==> src/hdl/rds_sync_regs.vh <==
// register indices, field positions, reset values and timing for the group/block sync unit
// assumes: byte address of a register is four times its index, data in bits 7:0
`ifndef RDS_SYNC_REGS_VH
`define RDS_SYNC_REGS_VH

// ***************************************
// register indices
// ***************************************
`define IDX_SHIFT_CHECKWORD_LOW 8'h60
`define IDX_SHIFT_CHECKWORD_HIGH 8'h61
`define IDX_SHIFT_MESSAGE_LOW 8'h62
`define IDX_SHIFT_MESSAGE_HIGH 8'h63
`define IDX_SYNDROME_LOW_BLOCKCODE 8'h64
`define IDX_SYNDROME_HIGH 8'h65
`define IDX_BIT_BLOCK_COUNTERS 8'h66
`define IDX_INTERRUPT_CONTROL 8'h67
`define IDX_SHADOW_DATA_LOW_FLAGS 8'h68
`define IDX_SHADOW_DATA_BYTE1 8'h69
`define IDX_SHADOW_DATA_BYTE2 8'h6a
`define IDX_SHADOW_DATA_BYTE3 8'h6b
`define IDX_QUALITY_BYTE0 8'h6c
`define IDX_QUALITY_BYTE1 8'h6d
`define IDX_QUALITY_BYTE2 8'h6e
`define IDX_QUALITY_BYTE3 8'h6f
`define IDX_FIRST 8'h60
`define IDX_LAST 8'h6f

// ***************************************
// field positions
// ***************************************
`define BIT_PAGING 4
`define BIT_CAL 7
`define BIT_ECM 5
`define BIT_VSF 4
`define BIT_VSE 3
`define BIT_CNF 2

// ***************************************
// reset values and constants
// ***************************************
`define RST_BIT_CNT 5'h1f
`define RST_BLK_CNT 2'h3
`define RST_ORDER 1'b1
`define SYN_POLY 10'h1b9
`define SYN_A 10'h3d8
`define SYN_B 10'h3d4
`define SYN_C 10'h25c
`define SYN_CP 10'h3cc
`define SYN_D 10'h258
`define SYN_E 10'h000
`define CODE_A 3'h2
`define CODE_B 3'h1
`define CODE_C 3'h4
`define CODE_CP 3'h0
`define CODE_D 3'h3
`define CODE_E 3'h5
`define CODE_WRONG 3'h7
`define SEQ_LAST_ROT 5'h19
`define SEQ_END 5'h1b
`define RESP_OKAY 2'h0
`define RESP_SLVERR 2'h2

`endif

==> src/hdl/rds_group_block_sync.v <==
// group and block synchronisation unit with its sixteen registers on AXI4-Lite
// assumes: demodulator pins are asynchronous to sys_clk; bit clock far slower than sys_clk
//
// Implementation choice: register access over AXI4-Lite.
`timescale 1ns/1ps
`include "rds_sync_regs.vh"

module rds_group_block_sync (
    input wire sys_clk,
    input wire arst_n,
    input wire rds_bit_clock,
    input wire rds_serial_bit,
    input wire rds_quality,
    input wire [11:0] s_axi_awaddr,
    input wire s_axi_awvalid,
    output wire s_axi_awready,
    input wire [31:0] s_axi_wdata,
    input wire [3:0] s_axi_wstrb,
    input wire s_axi_wvalid,
    output wire s_axi_wready,
    output wire [1:0] s_axi_bresp,
    output wire s_axi_bvalid,
    input wire s_axi_bready,
    input wire [11:0] s_axi_araddr,
    input wire s_axi_arvalid,
    output wire s_axi_arready,
    output wire [31:0] s_axi_rdata,
    output wire [1:0] s_axi_rresp,
    output wire s_axi_rvalid,
    input wire s_axi_rready,
    output wire sync_unit_irq_line
);

    // ***************************************
    // functions
    // ***************************************
    function reg_hit;
        input [11:0] addr;
        begin
            reg_hit = ({2'b00, addr[11:6]} == (`IDX_FIRST >> 4));
        end
    endfunction

    // one rotate clock: rotate shift register, feed msb into the divider
    function [35:0] rot_step;
        input [25:0] sr;
        input [9:0] syn;
        reg fb;
        begin
            fb = syn[9] ^ sr[25];
            rot_step = {sr[24:0], sr[25], {syn[8:0], 1'b0} ^ (fb ? `SYN_POLY : 10'h000)};
        end
    endfunction

    // returns {valid, block code}
    function [3:0] syn_decode;
        input [9:0] syn;
        input paging;
        begin
            case (syn)
                `SYN_A: syn_decode = {1'b1, `CODE_A};
                `SYN_B: syn_decode = {1'b1, `CODE_B};
                `SYN_C: syn_decode = {1'b1, `CODE_C};
                `SYN_CP: syn_decode = {1'b1, `CODE_CP};
                `SYN_D: syn_decode = {1'b1, `CODE_D};
                `SYN_E: syn_decode = paging ? {1'b1, `CODE_E} : {1'b0, `CODE_WRONG};
                default: syn_decode = {1'b0, `CODE_WRONG};
            endcase
        end
    endfunction

    // low-quality bits in a block, saturated at two
    function [1:0] low_count;
        input [25:0] q;
        integer i;
        reg [1:0] n;
        begin
            n = 2'd0;
            for (i = 0; i < 26; i = i + 1) begin
                if (!q[i] && n != 2'd2) begin
                    n = n + 2'd1;
                end
            end
            low_count = n;
        end
    endfunction

    // ***************************************
    // pin synchronisers
    // ***************************************
    reg [2:0] clk_s_q;
    reg [1:0] dat_s_q;
    reg [1:0] qal_s_q;
    wire bit_tick;

    always @(posedge sys_clk or negedge arst_n) begin
        if (!arst_n) begin
            clk_s_q <= 3'h0;
            dat_s_q <= 2'h0;
            qal_s_q <= 2'h0;
        end else begin
            clk_s_q <= {clk_s_q[1:0], rds_bit_clock};
            dat_s_q <= {dat_s_q[0], rds_serial_bit};
            qal_s_q <= {qal_s_q[0], rds_quality};
        end
    end

    assign bit_tick = clk_s_q[1] & ~clk_s_q[2];

    // ***************************************
    // bus front end
    // ***************************************
    reg aw_have_q;
    reg [11:0] aw_addr_q;
    reg w_have_q;
    reg [7:0] w_data_q;
    reg w_lane_q;
    reg bvalid_q;
    reg [1:0] bresp_q;
    reg rvalid_q;
    reg [7:0] rdata_q;
    reg [1:0] rresp_q;
    reg [7:0] rd_val;
    wire do_wr;
    wire wr_en;
    wire [3:0] wr_idx;

    assign s_axi_awready = ~aw_have_q;
    assign s_axi_wready = ~w_have_q;
    assign s_axi_bvalid = bvalid_q;
    assign s_axi_bresp = bresp_q;
    assign s_axi_arready = ~rvalid_q;
    assign s_axi_rvalid = rvalid_q;
    assign s_axi_rdata = {24'h000000, rdata_q};
    assign s_axi_rresp = rresp_q;
    assign do_wr = aw_have_q & w_have_q & ~bvalid_q;
    assign wr_en = do_wr & reg_hit(aw_addr_q) & w_lane_q;
    assign wr_idx = aw_addr_q[5:2];

    always @(posedge sys_clk or negedge arst_n) begin
        if (!arst_n) begin
            aw_have_q <= 1'b0;
            aw_addr_q <= 12'h000;
            w_have_q <= 1'b0;
            w_data_q <= 8'h00;
            w_lane_q <= 1'b0;
            bvalid_q <= 1'b0;
            bresp_q <= `RESP_OKAY;
            rvalid_q <= 1'b0;
            rdata_q <= 8'h00;
            rresp_q <= `RESP_OKAY;
        end else begin
            if (s_axi_awvalid && !aw_have_q) begin
                aw_have_q <= 1'b1;
                aw_addr_q <= s_axi_awaddr;
            end else if (do_wr) begin
                aw_have_q <= 1'b0;
            end
            if (s_axi_wvalid && !w_have_q) begin
                w_have_q <= 1'b1;
                w_data_q <= s_axi_wdata[7:0];
                w_lane_q <= s_axi_wstrb[0];
            end else if (do_wr) begin
                w_have_q <= 1'b0;
            end
            if (do_wr) begin
                bvalid_q <= 1'b1;
                bresp_q <= reg_hit(aw_addr_q) ? `RESP_OKAY : `RESP_SLVERR;
            end else if (s_axi_bready) begin
                bvalid_q <= 1'b0;
            end
            if (s_axi_arvalid && !rvalid_q) begin
                rvalid_q <= 1'b1;
                rdata_q <= reg_hit(s_axi_araddr) ? rd_val : 8'h00;
                rresp_q <= reg_hit(s_axi_araddr) ? `RESP_OKAY : `RESP_SLVERR;
            end else if (s_axi_rready) begin
                rvalid_q <= 1'b0;
            end
        end
    end

    // ***************************************
    // unit state
    // ***************************************
    localparam ST_IDLE = 2'b00;
    localparam ST_SHIFT = 2'b01;
    localparam ST_ROT = 2'b10;
    localparam ST_END = 2'b11;

    reg [25:0] sr_q;
    reg [25:0] dr_q;
    reg [25:0] qr_q;
    reg [9:0] syn_q;
    reg paging_q;
    reg order_q;
    reg [2:0] code_q;
    reg [4:0] cnt_q;
    reg [4:0] latch_q;
    reg [1:0] blk_q;
    reg sync_q;
    reg running_q;
    reg ecm_q;
    reg vsf_q;
    reg vse_q;
    reg cnf_q;
    reg [1:0] sel_q;
    reg mqe_q;
    reg sqe_q;
    reg [1:0] st_q;
    reg [4:0] seq_q;
    reg hw_req_q;
    reg sw_req_q;
    reg hw_run_q;
    reg cni_pend_q;
    reg [35:0] r1;
    reg [35:0] r2;
    reg [1:0] nlow;
    wire zero_evt;
    wire [1:0] blk_next;
    wire grp_evt;
    wire [3:0] dec;
    wire rot_en;
    wire cal_wr;
    wire [25:0] q_new;

    assign zero_evt = (cnt_q <= 5'h01);
    assign blk_next = blk_q - 2'h1;
    assign grp_evt = zero_evt & (blk_next == 2'h0);
    assign dec = syn_decode(syn_q, paging_q);
    assign rot_en = ~ecm_q | ~hw_run_q;
    assign cal_wr = wr_en && wr_idx == 4'h7 && w_data_q[`BIT_CAL];
    assign q_new = {qr_q[24:0], qal_s_q[1]};

    always @* begin
        r1 = rot_step(sr_q, syn_q);
        r2 = rot_step(r1[35:10], r1[9:0]);
        nlow = low_count(q_new);
    end

    always @(posedge sys_clk or negedge arst_n) begin
        if (!arst_n) begin
            sr_q <= 26'h0;
            dr_q <= 26'h0;
            qr_q <= 26'h0;
            syn_q <= 10'h000;
            paging_q <= 1'b0;
            order_q <= `RST_ORDER;
            code_q <= 3'h0;
            cnt_q <= `RST_BIT_CNT;
            latch_q <= `RST_BIT_CNT;
            blk_q <= `RST_BLK_CNT;
            sync_q <= 1'b0;
            running_q <= 1'b0;
            ecm_q <= 1'b0;
            vsf_q <= 1'b0;
            vse_q <= 1'b0;
            cnf_q <= 1'b0;
            sel_q <= 2'h0;
            mqe_q <= 1'b0;
            sqe_q <= 1'b0;
            st_q <= ST_IDLE;
            seq_q <= 5'h0;
            hw_req_q <= 1'b0;
            sw_req_q <= 1'b0;
            hw_run_q <= 1'b0;
            cni_pend_q <= 1'b0;
        end else begin
            // bit clock edge: shadow shift, counters, one-period flags
            if (bit_tick) begin
                dr_q <= {dr_q[24:0], dat_s_q[1]};
                qr_q <= q_new;
                cnt_q <= zero_evt ? latch_q : cnt_q - 5'h01;
                if (zero_evt) begin
                    blk_q <= blk_next;
                end
                sync_q <= zero_evt;
                sqe_q <= zero_evt && nlow == 2'd1;
                mqe_q <= zero_evt && nlow == 2'd2;
                hw_req_q <= 1'b1;
                case (sel_q)
                    2'b01: cni_pend_q <= 1'b1;
                    2'b10: cni_pend_q <= zero_evt;
                    2'b11: cni_pend_q <= grp_evt;
                    default: cni_pend_q <= 1'b0;
                endcase
            end
            if (cal_wr) begin
                sw_req_q <= 1'b1;
                running_q <= 1'b1;
            end
            // calculation sequencer
            case (st_q)
                ST_IDLE: begin
                    if (hw_req_q || sw_req_q) begin
                        hw_run_q <= hw_req_q;
                        if (hw_req_q) begin
                            hw_req_q <= bit_tick;
                        end else begin
                            sw_req_q <= cal_wr;
                        end
                        st_q <= ST_SHIFT;
                    end
                end
                ST_SHIFT: begin
                    if (hw_run_q && !ecm_q) begin
                        sr_q <= {sr_q[24:0], dr_q[0]};
                    end
                    if (rot_en) begin
                        syn_q <= 10'h000;
                    end
                    seq_q <= 5'h01;
                    st_q <= ST_ROT;
                end
                ST_ROT: begin
                    if (rot_en) begin
                        sr_q <= r2[35:10];
                        syn_q <= r2[9:0];
                    end
                    seq_q <= seq_q + 5'h02;
                    if (seq_q == `SEQ_LAST_ROT) begin
                        st_q <= ST_END;
                    end
                end
                ST_END: begin
                    code_q <= dec[2:0];
                    order_q <= (blk_q == dec[1:0]);
                    vsf_q <= dec[3];
                    if (cni_pend_q) begin
                        cnf_q <= 1'b1;
                    end
                    if (!bit_tick) begin
                        cni_pend_q <= 1'b0;
                    end
                    // a hardware pass must not end a software calculation still queued
                    if (!hw_run_q) begin
                        running_q <= cal_wr | sw_req_q;
                    end
                    seq_q <= `SEQ_END;
                    st_q <= ST_IDLE;
                end
                default: st_q <= ST_IDLE;
            endcase
            // software writes; hardware set of a flag wins over a clear
            if (wr_en) begin
                case (wr_idx)
                    4'h0: sr_q[1:0] <= w_data_q[7:6];
                    4'h1: sr_q[9:2] <= w_data_q;
                    4'h2: sr_q[17:10] <= w_data_q;
                    4'h3: sr_q[25:18] <= w_data_q;
                    4'h4: paging_q <= w_data_q[`BIT_PAGING];
                    4'h6: begin
                        blk_q <= w_data_q[7:6];
                        cnt_q <= w_data_q[4:0];
                        latch_q <= w_data_q[4:0];
                    end
                    4'h7: begin
                        ecm_q <= w_data_q[`BIT_ECM];
                        vse_q <= w_data_q[`BIT_VSE];
                        sel_q <= w_data_q[1:0];
                        if (!w_data_q[`BIT_VSF] && st_q != ST_END) begin
                            vsf_q <= 1'b0;
                        end
                        if (!w_data_q[`BIT_CNF] && !(st_q == ST_END && cni_pend_q)) begin
                            cnf_q <= 1'b0;
                        end
                    end
                    default: ;
                endcase
            end
        end
    end

    // ***************************************
    // read data
    // ***************************************
    always @* begin
        case (s_axi_araddr[5:2])
            4'h0: rd_val = {sr_q[1:0], 6'h00};
            4'h1: rd_val = sr_q[9:2];
            4'h2: rd_val = sr_q[17:10];
            4'h3: rd_val = sr_q[25:18];
            4'h4: rd_val = {syn_q[1:0], 1'b0, paging_q, order_q, code_q};
            4'h5: rd_val = syn_q[9:2];
            4'h6: rd_val = {blk_q, sync_q, cnt_q};
            4'h7: rd_val = {1'b0, running_q, ecm_q, vsf_q, vse_q, cnf_q, sel_q};
            4'h8: rd_val = {dr_q[1:0], 1'b0, mqe_q, sqe_q, qal_s_q[1], clk_s_q[1], dat_s_q[1]};
            4'h9: rd_val = dr_q[9:2];
            4'ha: rd_val = dr_q[17:10];
            4'hb: rd_val = dr_q[25:18];
            4'hc: rd_val = {qr_q[1:0], 6'h00};
            4'hd: rd_val = qr_q[9:2];
            4'he: rd_val = qr_q[17:10];
            default: rd_val = qr_q[25:18];
        endcase
    end

    assign sync_unit_irq_line = (vsf_q & vse_q) | cnf_q;

endmodule

==> config.mk <==
export PLATFORM = sky130hd
export DESIGN_NAME = rds_group_block_sync
export DESIGN_NICKNAME = d
export VERILOG_FILES = /design/src/hdl/rds_group_block_sync.v
export VERILOG_INCLUDE_DIRS = /design/src /design/src/hdl
export SDC_FILE = /design/constraint.sdc
export NUM_CORES = 1
export LEC_CHECK = 0
export ABC_AREA = 1
export BUFFER_PORTS_ARGS = -buffer_cell sky130_fd_sc_hd__buf_2
export CORE_MARGIN = 2
export CORE_UTILIZATION = 58
export DETAILED_ROUTE_END_ITERATION = 7
export PLACE_DENSITY_LB_ADDON = 0.12
export SLEW_MARGIN = 5
export SYNTH_ARGS = -nofsm -noshare
export SYNTH_HDL_FRONTEND = slang
export SYNTH_SLANG_ARGS = --single-unit
==> constraint.sdc <==
create_clock -name sys_clk -period 34.5 [get_ports sys_clk]
set_input_delay 6.9 -clock sys_clk [delete_from_list [all_inputs] [get_ports sys_clk]]
set_output_delay 6.9 -clock sys_clk [all_outputs]
set_load 0.05 [all_outputs]
; Word-level counts from Yosys, hierarchy flattened
; Cells that the tools add are included.
[classes]
add_sub_neg = 28
magnitude_cmp = 1
eq_ne = 67
mux = 88
bitwise_logic = 21
reduce_logical = 86
[ops]
columns = cell, n
row1 = $pmux 8 s15, 1
row2 = $mux 26, 3
row3 = $mux 2, 34
row4 = $ne 2x2->1 const B, 30
row5 = $pmux 26 s2, 1
row6 = $add 2x1->2 const B, 25
row7 = $eq 10x10->1 const B, 5
row8 = $logic_and 1x1->1, 36
row9 = $logic_not 1->1, 32
row10 = $mux 8, 4
row11 = $mux 1, 31
row12 = $eq 4x3->1 const B, 7
row13 = $eq 4x4->1 const B, 7
row14 = $pmux 4 s6, 1
row15 = $mux 10, 2
row16 = $mux 5, 4
row17 = $pmux 10 s2, 1
row18 = $xor 10x9->10, 2
row19 = $mux 9, 2
row20 = $eq 4x2->1 const B, 4
row21 = $pmux 5 s3, 1
row22 = $eq 6x3->1 const B, 2
row23 = $eq 2x2->1 const B, 5
row24 = $logic_not 10->1, 1
row25 = other kinds (22), 50
[word_totals]
ff_bits = 170
out_inout_bits = 42
elab_cells = 329

; Depth between registers and ports, before layout
; Gate-level depths: netlist of the first run.
[logic_depth]
depth_word = 78
ltp_mapped = 137
mapped_depth_nobuf = 137

; Worst setup path before layout of the first run
; OpenSTA, ideal clock, no wires.
[synth_path]
path_kind = flip-flop to flip-flop
startpoint = reg qr_q[0]
endpoint = reg mqe_q
setup_ns = 0.066
arrival_time_ns = 16.591
required_time_ns = 34.434
slack_ns = 17.844
path_stages_with_launch = 123
n_path_buf = 0
period_less_slack_ns = 16.656
path_cell_list = dfrtp_1 -> inv_1 -> ha_1 -> inv_1 -> nand2_2 -> nand2_1 -> ha_1 -> nor2_2 -> inv_1 -> nand3_2 -> nand2_2 -> ha_1 -> nor2_1 -> inv_1 -> nand2_1 -> o21ai_0 -> ha_1 -> nor2_1 -> (+87 left out) -> nand2_2 -> ha_1 -> nor2_1 -> inv_1 -> or2_2 -> nand2_1 -> ha_1 -> nor2_1 -> inv_1 -> nand3_1 -> and2_1 -> ha_1 -> nor2_1 -> inv_1 -> or2_2 -> a21oi_1 -> nand3_1 -> nand2_1
[synth_via]
elab_chain_cells = 77
elab_cells_between_ends = 101
cone_classes = add/sub: 24 / eq/ne: 25 / mux: 25 / reduce/logical: 27
[synth_rtl]
columns = element, line_no
row1 = from (decl), rds_group_block_sync.v:192  ; reg [25:0] qr_q;
row2 = from (signal assigned), rds_group_block_sync.v:271  ; qr_q <= q_new;
row3 = $logic_not 1->1 *, rds_group_block_sync.v:80  ; if (!q[i] && n != 2'd2) begin
row4 = $logic_and 1x1->1 *, rds_group_block_sync.v:80
row5 = $mux 2 *, rds_group_block_sync.v:80
row6 = "parallel branches: the longest is 2 deep, another holds $add 2x1->2", n/a
row7 = $mux 2 *, rds_group_block_sync.v:80
row8 = "parallel branches: the longest is 2 deep, another holds $add 2x1->2", n/a
row9 = $mux 2 *, rds_group_block_sync.v:80
row10 = "parallel branches: the longest is 2 deep, another holds $add 2x1->2", n/a
row11 = (+55 left out), n/a
row12 = "parallel branches: the longest is 2 deep, another holds $add 2x1->2", n/a
row13 = $mux 2 *, rds_group_block_sync.v:80
row14 = "parallel branches: the longest is 2 deep, another holds $add 2x1->2", n/a
row15 = $mux 2 *, rds_group_block_sync.v:80
row16 = "parallel branches: the longest is 2 deep, another holds $add 2x1->2", n/a
row17 = $mux 2 *, rds_group_block_sync.v:80
row18 = $eq 2x2->1 *, rds_group_block_sync.v:278  ; mqe_q <= zero_evt && nlow == 2'd2;
row19 = $logic_and 1x1->1 *, rds_group_block_sync.v:278
row20 = to (signal assigned), rds_group_block_sync.v:259  ; mqe_q <= 1'b0;
row21 = to (signal assigned), rds_group_block_sync.v:278
row22 = to (decl), rds_group_block_sync.v:207  ; reg mqe_q;
; Every way passes the cells marked *.
; A chain may end at the register's enable or synchronous reset.

; Worst setup path in the final report of the first run
[layout_path]
startpoint = reg qal_s_q[1]
endpoint = reg sqe_q
[layout_via]
elab_chain_cells = 78
elab_cells_between_ends = 103
cone_classes = add/sub: 25 / eq/ne: 26 / mux: 26 / reduce/logical: 26
[layout_rtl]
columns = element, line_no
row1 = from (decl), rds_group_block_sync.v:93  ; reg [1:0] qal_s_q;
row2 = from (signal assigned), rds_group_block_sync.v:104  ; qal_s_q <= {qal_s_q[0], rds_quality};
row3 = $mux 1 *, rds_group_block_sync.v:80
row4 = "parallel branches: the longest is 2 deep, another holds $add 2x1->2", n/a
row5 = $mux 2 *, rds_group_block_sync.v:80
row6 = "parallel branches: the longest is 2 deep, another holds $add 2x1->2", n/a
row7 = $mux 2 *, rds_group_block_sync.v:80
row8 = "parallel branches: the longest is 2 deep, another holds $add 2x1->2", n/a
row9 = $mux 2 *, rds_group_block_sync.v:80
row10 = "parallel branches: the longest is 2 deep, another holds $add 2x1->2", n/a
row11 = (+55 left out), n/a
row12 = "parallel branches: the longest is 2 deep, another holds $add 2x1->2", n/a
row13 = $mux 2 *, rds_group_block_sync.v:80
row14 = "parallel branches: the longest is 2 deep, another holds $add 2x1->2", n/a
row15 = $mux 2 *, rds_group_block_sync.v:80
row16 = "parallel branches: the longest is 2 deep, another holds $add 2x1->2", n/a
row17 = $mux 2 *, rds_group_block_sync.v:80
row18 = $eq 2x1->1 *, rds_group_block_sync.v:277  ; sqe_q <= zero_evt && nlow == 2'd1;
row19 = $logic_and 1x1->1 *, rds_group_block_sync.v:277
row20 = to (signal assigned), rds_group_block_sync.v:260  ; sqe_q <= 1'b0;
row21 = to (signal assigned), rds_group_block_sync.v:277
row22 = to (decl), rds_group_block_sync.v:208  ; reg sqe_q;
; Marks and branches as above.

==> results.cfg, run 1 <==
[cts]
cts_tree = done
cts_setup_buffers = 0
cts_max_level = 4
clk_path_buf_depth = 2
cts_root_buf = clkbuf_16
cts_buffers = 17
clock_latency_ns = 0.43
holdBufCountCts = 0
cts.clk_slew.worst_paths_ns = 0.06
ctsResizeCount = 0
cts.sinks = 166

[worst_setup_path]
crit_path_max_incr_delay_ns = 0.40
required_ns = 34.82
cp-start-kind = flip-flop
timing.rr.start = qal_s_q[1]
cp_max_fo = 5
critPathSlowestCell = dfrtp_1
cp-end-kind = flip-flop
worstPathArrival_ns = 19.26
worstReg2RegEnd = sqe_q
rr_worst_depth = 122
critPathLaunch = qal_s_q[1]
rrSetupSlack_ns = 15.56
criticalPathCategory = flip-flop to flip-flop

[sta]
fmax_mhz = 52.8
hold_violations = 0
setup_viol = 0
maxSlewHeadroom_pct = 29.6
slew_violations = 0
worst_pin_slew_ns = 1.05
period_share_pct = 54.9
grt_setup_unrepaired = false
finalClockSkew_ns = 0.00651
fin_crit_ns = 18.94
fin_setup_tns_ns = 0

[grt]
globalRoute.busiestLayer = met2
grt_pass1_vias = 8071
overflow = 0
grt_max_degree = 88
use_met2_pct = 45.4
grt_pass1_wl_mm = 39.1
grt_use_total_pct = 27.2
met1_usage_pct = 35.2
met3_usage_pct = 5.39
grt_antenna_before_repair = 0

[yosys]
yosys-top-cells-area = dfrtp_1 (38%), nand2_1 (10%), o21ai_0 (7.2%)
synth_top_area_cell = dfrtp_1
synth_common_cells = nand2_1 (273), inv_1 (192), dfrtp_1 (153), o21ai_0 (145), nor2_1 (94)
synth_top_area_share_pct = 38.2
synth_top_family_by_area = simple AND/OR/NAND/NOR gates
synth-seq-cells = 166
syn_inst = 1308
synth-simple-area-share_pct = 25.7
synth_compound_area_share_pct = 16.2
ys.warnings.count = 0
synth-xor-area-share_pct = 1.05
post-synth-top-count-cell = nand2_1
synth_edf_count = 0
synthMuxAreaShare_pct = 0.562
avgSynthCellArea_sq_um = 7.66
synthAdderAreaFrac_pct = 4.50
synth_seq_area_share_pct = 41.6
synth_cell_type_count = 40
synthArstFlopShare_pct = 100
synthesis.area_sq_um = 10000
synth_ff_type = dfrtp_1

[detailed_routing]
wl_per_cell_um = 15.2
drtPass1Iterations = 6
via_count = 8904
antenna_left = 0
detail_route.iter0.violations = 567
drc = 0
viasPerCell = 5.60
routed_wl_mm = 24.1

[die]
core_area_sq_um = 17100
die_w_um = 135
pin_count = 112
start_util_pct = 58.5
dieArea_sq_um = 18300
rows = 48
die_h_um = 135

[cells_and_area]
instances_no_fill = 1590
nNetsFinal = 1458
diodes = 0
drive_gt1_share_pct = 12.7
syn_to_final_growth_pct = 9.44

[min_path]
hp-class = flip-flop to flip-flop
hp-start = clk_s_q[0]
hold_end = clk_s_q[1]
hold_path_depth = 0

[place]
io_buffers = 54
dp.cells = 1558
dp_hpwl_mm = 17.5
place_congestion = 0.980

[status]
status = finished clean

[run]
cap_violations = 0
[worst max-delay path by stage]
stage,end,cells past startpoint,slack [ns]
final,sqe_q,122,15.56
after CTS,sqe_q,123,15.52
after global routing,sqe_q,123,13.50
after global placement,sqe_q,122,16.06
after floorplan,mqe_q,122,17.84
after detailed placement,sqe_q,122,15.63
[sequential cells by signal (all words and copies together), names as in the netlist, 2 cells and up]
register / flops
dr_q: 26
qr_q: 26
sr_q: 26
aw_addr_q: 10
syn_q: 10
rdata_q: 8
w_data_q: 8
cnt_q: 5
latch_q: 5
seq_q: 5
clk_s_q: 3
code_q: 3
blk_q: 2
dat_s_q: 2
qal_s_q: 2
sel_q: 2
st_q: 2
[per-stage QoR]
stage               hold WS (ns)  area, sq um  utilization [%]  setup slack, ns
finish                     0.348        11000             64.1            15.56
global placement           0.332        10400             60.7            16.06
floorplan                  0.331        10100                -            17.84
global route               0.363        11000             64.1            13.50
CTS                        0.349        11000             64.1            15.52
detailed placement         0.336        10400             60.7            15.63
[final cells by class]
cell class / count / area, sq um
fillers: 1552 / 6150
clock buffers: 20 / 447
multi-input cells: 917 / 4920
repair buffers: 56 / 292
flip-flops and latches: 166 / 4170
well taps: 225 / 282
clock inverters: 12 / 129
inverters: 194 / 728
[cell families after synthesis]
logic type	count (synthesis)
AOI/OAI and AO/OA	283
xor gates and xnor gates	12
adders and majority gates	36
buffers and inverters	250
DFF	166
muxes	5
other	1
and+or+nand+nor	555
[layer usage]
layer	wire, um	vias up	share of wire (%)
met5	0	-	0
met4	595	0	2.5
met3	1190	50	4.9
met2	11700	265	49
met1	10600	4175	44
li1	-	4414	-
[critical path, delay by kind of cell, from the launching register on]
kind,cells,cell delay (ns)
flip-flops,1,0.40
AND/OR/NAND/NOR,72,10.25
AO/OA/AOI/OAI,2,0.25
buffers and inverters,24,3.30
adder cells (fa/ha/maj),24,4.62
[cell usage in the layout, fill, tap and decap left out, drive strengths merged]
cell	n
a2111oi	1
a211o	1
a21o	1
a21oi	39
a221oi	10
a22oi	3
a31oi	1
a32o	2
and2	1
buf	56
bufinv	2
clkbuf	20
clkinv	7
clkinvlp	2
conb	26
dfrtp	153
dfstp	13
ha	36
inv	195
mux2	5
nand2	295
nand3	115
nand4	13
nor2	96
nor3	17
nor4	5
o2111ai	7
o211ai	3
o21ai	145
o221ai	5
o22ai	60
o31ai	4
o41ai	1
or2	13
xnor2	2
xor2	10
Power of run 1 is left out: the tool's default activity adds up to more than one toggle a clock period on the data nets, which glitch-free logic cannot reach.
==> run 2: changes to the inputs <==
Clock period 34.5 ns to 17.5 ns, I/O delays scaled along.
==> results.cfg, run 2 (synthesized netlist as in run 1, its figures left out) <==
[status]
status = finished clean

[cells_and_area]
nNetsFinal = 1470
syn_to_final_growth_pct = 11.7
largestRegisters = dr_q x26, qr_q x26, sr_q x26
final_cell_mix = nand2_1 (273), inv_1 (184), dfrtp_1 (153)
diodes = 0
drive_gt1_share_pct = 15.7
nFillCells = 1505
final_area_sq_um = 11200
layout_commonest_cell = nand2_1

[cts]
cts_tree = done
holdBufCountCts = 0
cts_max_level = 4
cts.clk_slew.worst_paths_ns = 0.06
clk_path_buf_depth = 2
cts_root_buf = clkbuf_16
clock_latency_ns = 0.44
cts.sinks = 166
cts_buffers = 17

[sta]
fmax_mhz = 62.6
fin_setup_tns_ns = 0
slew_violations = 0
setup_viol = 0
finalClockSkew_ns = 0.00873
worst_pin_slew_ns = 1.00
hold_violations = 0
fin_crit_ns = 15.97
period_share_pct = 91.3
maxSlewHeadroom_pct = 32.8

[grt]
grt_pass1_vias = 8005
met3_usage_pct = 4.83
grt_pass1_wl_mm = 39.3
grt_max_degree = 92
overflow = 0
met1_usage_pct = 36.1
grt_antenna_before_repair = 0
globalRoute.busiestLayer = met2
grt_use_total_pct = 27.3
use_met2_pct = 45.0

[detailed_routing]
antenna_left = 0
drc = 0
detail_route.iter0.violations = 687
routed_wl_mm = 24.3
via_count = 8912
viasPerCell = 5.56
wl_per_cell_um = 15.1
drtPass1Iterations = 5

[worst_setup_path]
crit_path_max_incr_delay_ns = 0.40
cp-start-kind = flip-flop
required_ns = 17.88
worstPathArrival_ns = 16.35
cp_max_fo = 5
cp_common_cell = ha_1
rrSetupSlack_ns = 1.53
rr_worst_depth = 126
critPathLaunch = qr_q[0]
critPathSlowestCell = dfrtp_1
criticalPathCategory = flip-flop to flip-flop
timing.rr.start = qr_q[0]
cp-end-kind = flip-flop
worstReg2RegEnd = mqe_q

[die]
die_w_um = 135
dieArea_sq_um = 18300
die_h_um = 135
rows = 48
pin_count = 112
core_area_sq_um = 17100
start_util_pct = 58.5

[place]
dp_hpwl_mm = 17.6
dpl-instance-area_sq_um = 10500
io_buffers = 54
place_congestion = 0.998

[min_path]
hold_path_depth = 0
hold_end = clk_s_q[1]
hp-class = flip-flop to flip-flop
hp-start = clk_s_q[0]

[run]
cap_violations = 0
run 2: cell types whose count changed in the layout (fill, tap and decap cells not counted), sizes merged:
cell    change
buf        +12
inv         +4
clkinv      -3
clkbuf      -1
run 2: layer usage:
layer | up-vias | wire (um)
li1 | 4420 | -
met1 | 4233 | 10800
met2 | 206 | 11800
met3 | 53 | 1000
met4 | 0 | 690
met5 | - | 0
run 2: cell type report:
class	count	area (sq um)	area share [%]
Multi-Input combinational cell	917	5040	45.1
Sequential cell	166	4170	37.3
Inverter	194	728	6.51
Clock buffer	19	443	3.96
Timing Repair Buffer	68	382	3.41
Tap cell	225	282	2.52
Clock inverter	13	144	1.29
run 2: how the worst max path moves through the flow:
stage            end  slack (ns)  cells past startpoint
6_report       mqe_q        1.53                    126
5_1_grt        sqe_q       -0.10                    128
4_1_cts        sqe_q        0.06                    122
3_5_place_dp   sqe_q       -0.17                    122
3_3_place_gp   sqe_q        0.43                    122
2_1_floorplan  mqe_q        0.84                    122
run 2: worst max-delay path: cells and delay by family (launching register included):
| family | cells | cell delay, ns |
|---|---|---|
| compound gates | 2 | 0.28 |
| fa+ha+maj | 24 | 4.68 |
| buf+inv | 28 | 2.72 |
| flops | 1 | 0.40 |
| simple gates | 72 | 7.78 |
run 2: repair_timing:
item | in CTS | in global routing
pin swaps | 0 | 2
hold endpoints to repair | 0 | 0
resized for setup | 3 | 38
setup buffers | 0 | 4
setup endpoints to repair | 2 | 2
run 2: metrics by stage:
step / utilization (%) / setup WS (ns) / hold WS (ns) / std cells
after floorplan: - / 0.844 / 0.331 / 1333
after global placement: 61.1 / 0.434 / 0.333 / 1566
after detailed placement: 61.1 / -0.169 / 0.336 / 1566
after CTS: 64.5 / 0.0603 / 0.349 / 1598
after global routing: 65.4 / -0.105 / 0.362 / 1602
final: 65.4 / 1.53 / 0.348 / 1602
Power of run 2 is left out for the same reason.
==> run 3: changes to the inputs <==
Settings changed: GPL_TIMING_DRIVEN set to 0.
==> results.cfg, run 3 (synthesized netlist as in run 1, its figures left out) <==
[die]
core_area_sq_um = 17100
pin_count = 112
die_w_um = 135
dieArea_sq_um = 18300
rows = 48
die_h_um = 135
start_util_pct = 58.5

[grt]
grt_max_degree = 115
overflow = 0
grt_pass1_vias = 8515
grt_antenna_before_repair = 0
grt_use_total_pct = 29.1
grt_pass1_wl_mm = 41.8

[place]
place_ws_ns = -1.40
place_congestion = 1.01
dp_hpwl_mm = 19.5
io_buffers = 54

[detailed_routing]
wl_per_cell_um = 15.7
drtPass1Iterations = 5
antenna_left = 0
viasPerCell = 5.61
detail_route.iter0.violations = 727
drc = 0
routed_wl_mm = 26.0
via_count = 9260

[status]
status = finished clean

[worst_setup_path]
critPathSlowestCell = dfrtp_1
cp_common_cell = ha_1
rr_worst_depth = 124
crit_path_max_incr_delay_ns = 0.39
cp_max_fo = 5
timing.rr.start = qal_s_q[1]
rrSetupSlack_ns = 1.19
worstReg2RegEnd = mqe_q
cp-start-kind = flip-flop
criticalPathCategory = flip-flop to flip-flop
required_ns = 17.87
worstPathArrival_ns = 16.68
cp-end-kind = flip-flop

[sta]
fmax_mhz = 61.3
hold_violations = 0
fin_crit_ns = 16.31
period_share_pct = 93.2
slew_violations = 0
holdWs_ns = 0.347
setup_slack_ns = 1.19
setup_viol = 0
worst_pin_slew_ns = 0.782
finalClockSkew_ns = 0.0116
maxSlewHeadroom_pct = 47.9

[cts]
holdBufCountCts = 0
cts.clk_slew.worst_paths_ns = 0.07
cts_buffers = 17
cts_root_buf = clkbuf_16
cts.sinks = 166
cts_max_level = 4
cts_tree = done
clk_path_buf_depth = 2
clock_latency_ns = 0.43

[cells_and_area]
largestRegisters = dr_q x26, qr_q x26, sr_q x26
diodes = 0
syn_to_final_growth_pct = 14.2
layout_commonest_cell = nand2_1
final_cell_mix = nand2_1 (273), inv_1 (186), dfrtp_1 (153)
fin_util_pct = 66.8
nNetsFinal = 1518
drive_gt1_share_pct = 16.1

[run]
cap_violations = 0

[min_path]
hold_path_depth = 0
hp-class = flip-flop to flip-flop
hp-start = clk_s_q[0]
hold_end = clk_s_q[1]
[run 3: worst max-delay path, delay by kind of cell (launching register included)]
family          cells  cell delay, ns
fa+ha+maj          24            5.06
compound gates      3            0.37
simple gates       71            7.99
flops               1            0.39
buf+inv            26            2.44
[run 3: per-layer routing]
metal / up-vias / wire length [um] / track usage, %
li1: 4529 / - / -
met1: 4396 / 10900 / 37.1
met2: 289 / 13000 / 49.8
met3: 46 / 1420 / 4.83
met4: 0 / 665 / 11.4
met5: - / 0 / 0
[run 3: metrics by stage]
stage               area (sq um)  cells  setup TNS (ns)
floorplan                  10100   1333               0
global placement           10700   1612           -1.71
detailed placement         10700   1613           -2.80
CTS                        11300   1645               0
global route               11400   1650          -0.291
finish                     11400   1650               0
[run 3: repair_timing]
item / in CTS / in global routing
setup endpoints to repair: 2 / 2
gates resized for setup: 17 / 30
pin swaps: 0 / 3
buffers inserted: 0 / 5
[run 3: cell type report]
type                       instances  area, sq um
clock inverter                    10          101
inverter                         194          728
tap                              225          282
multi-input combinational        917         5060
buffer                            56          308
fill                            1505         5680
clock buffer                      22          444
timing repair buffer              60          345
sequential                       166         4170
[run 3: how the worst max path moves through the flow]
stage	cells after the start	endpoint	slack, ns	startpoint
6_report	124	mqe_q	1.19	qal_s_q[1]
5_1_grt	126	mqe_q	-0.16	qal_s_q[1]
4_1_cts	122	mqe_q	0.008	qal_s_q[1]
3_5_place_dp	122	sqe_q	-1.40	qal_s_q[1]
3_3_place_gp	122	sqe_q	-0.85	qal_s_q[1]
2_1_floorplan	122	mqe_q	0.84	qr_q[0]
Power of run 3 is left out for the same reason.
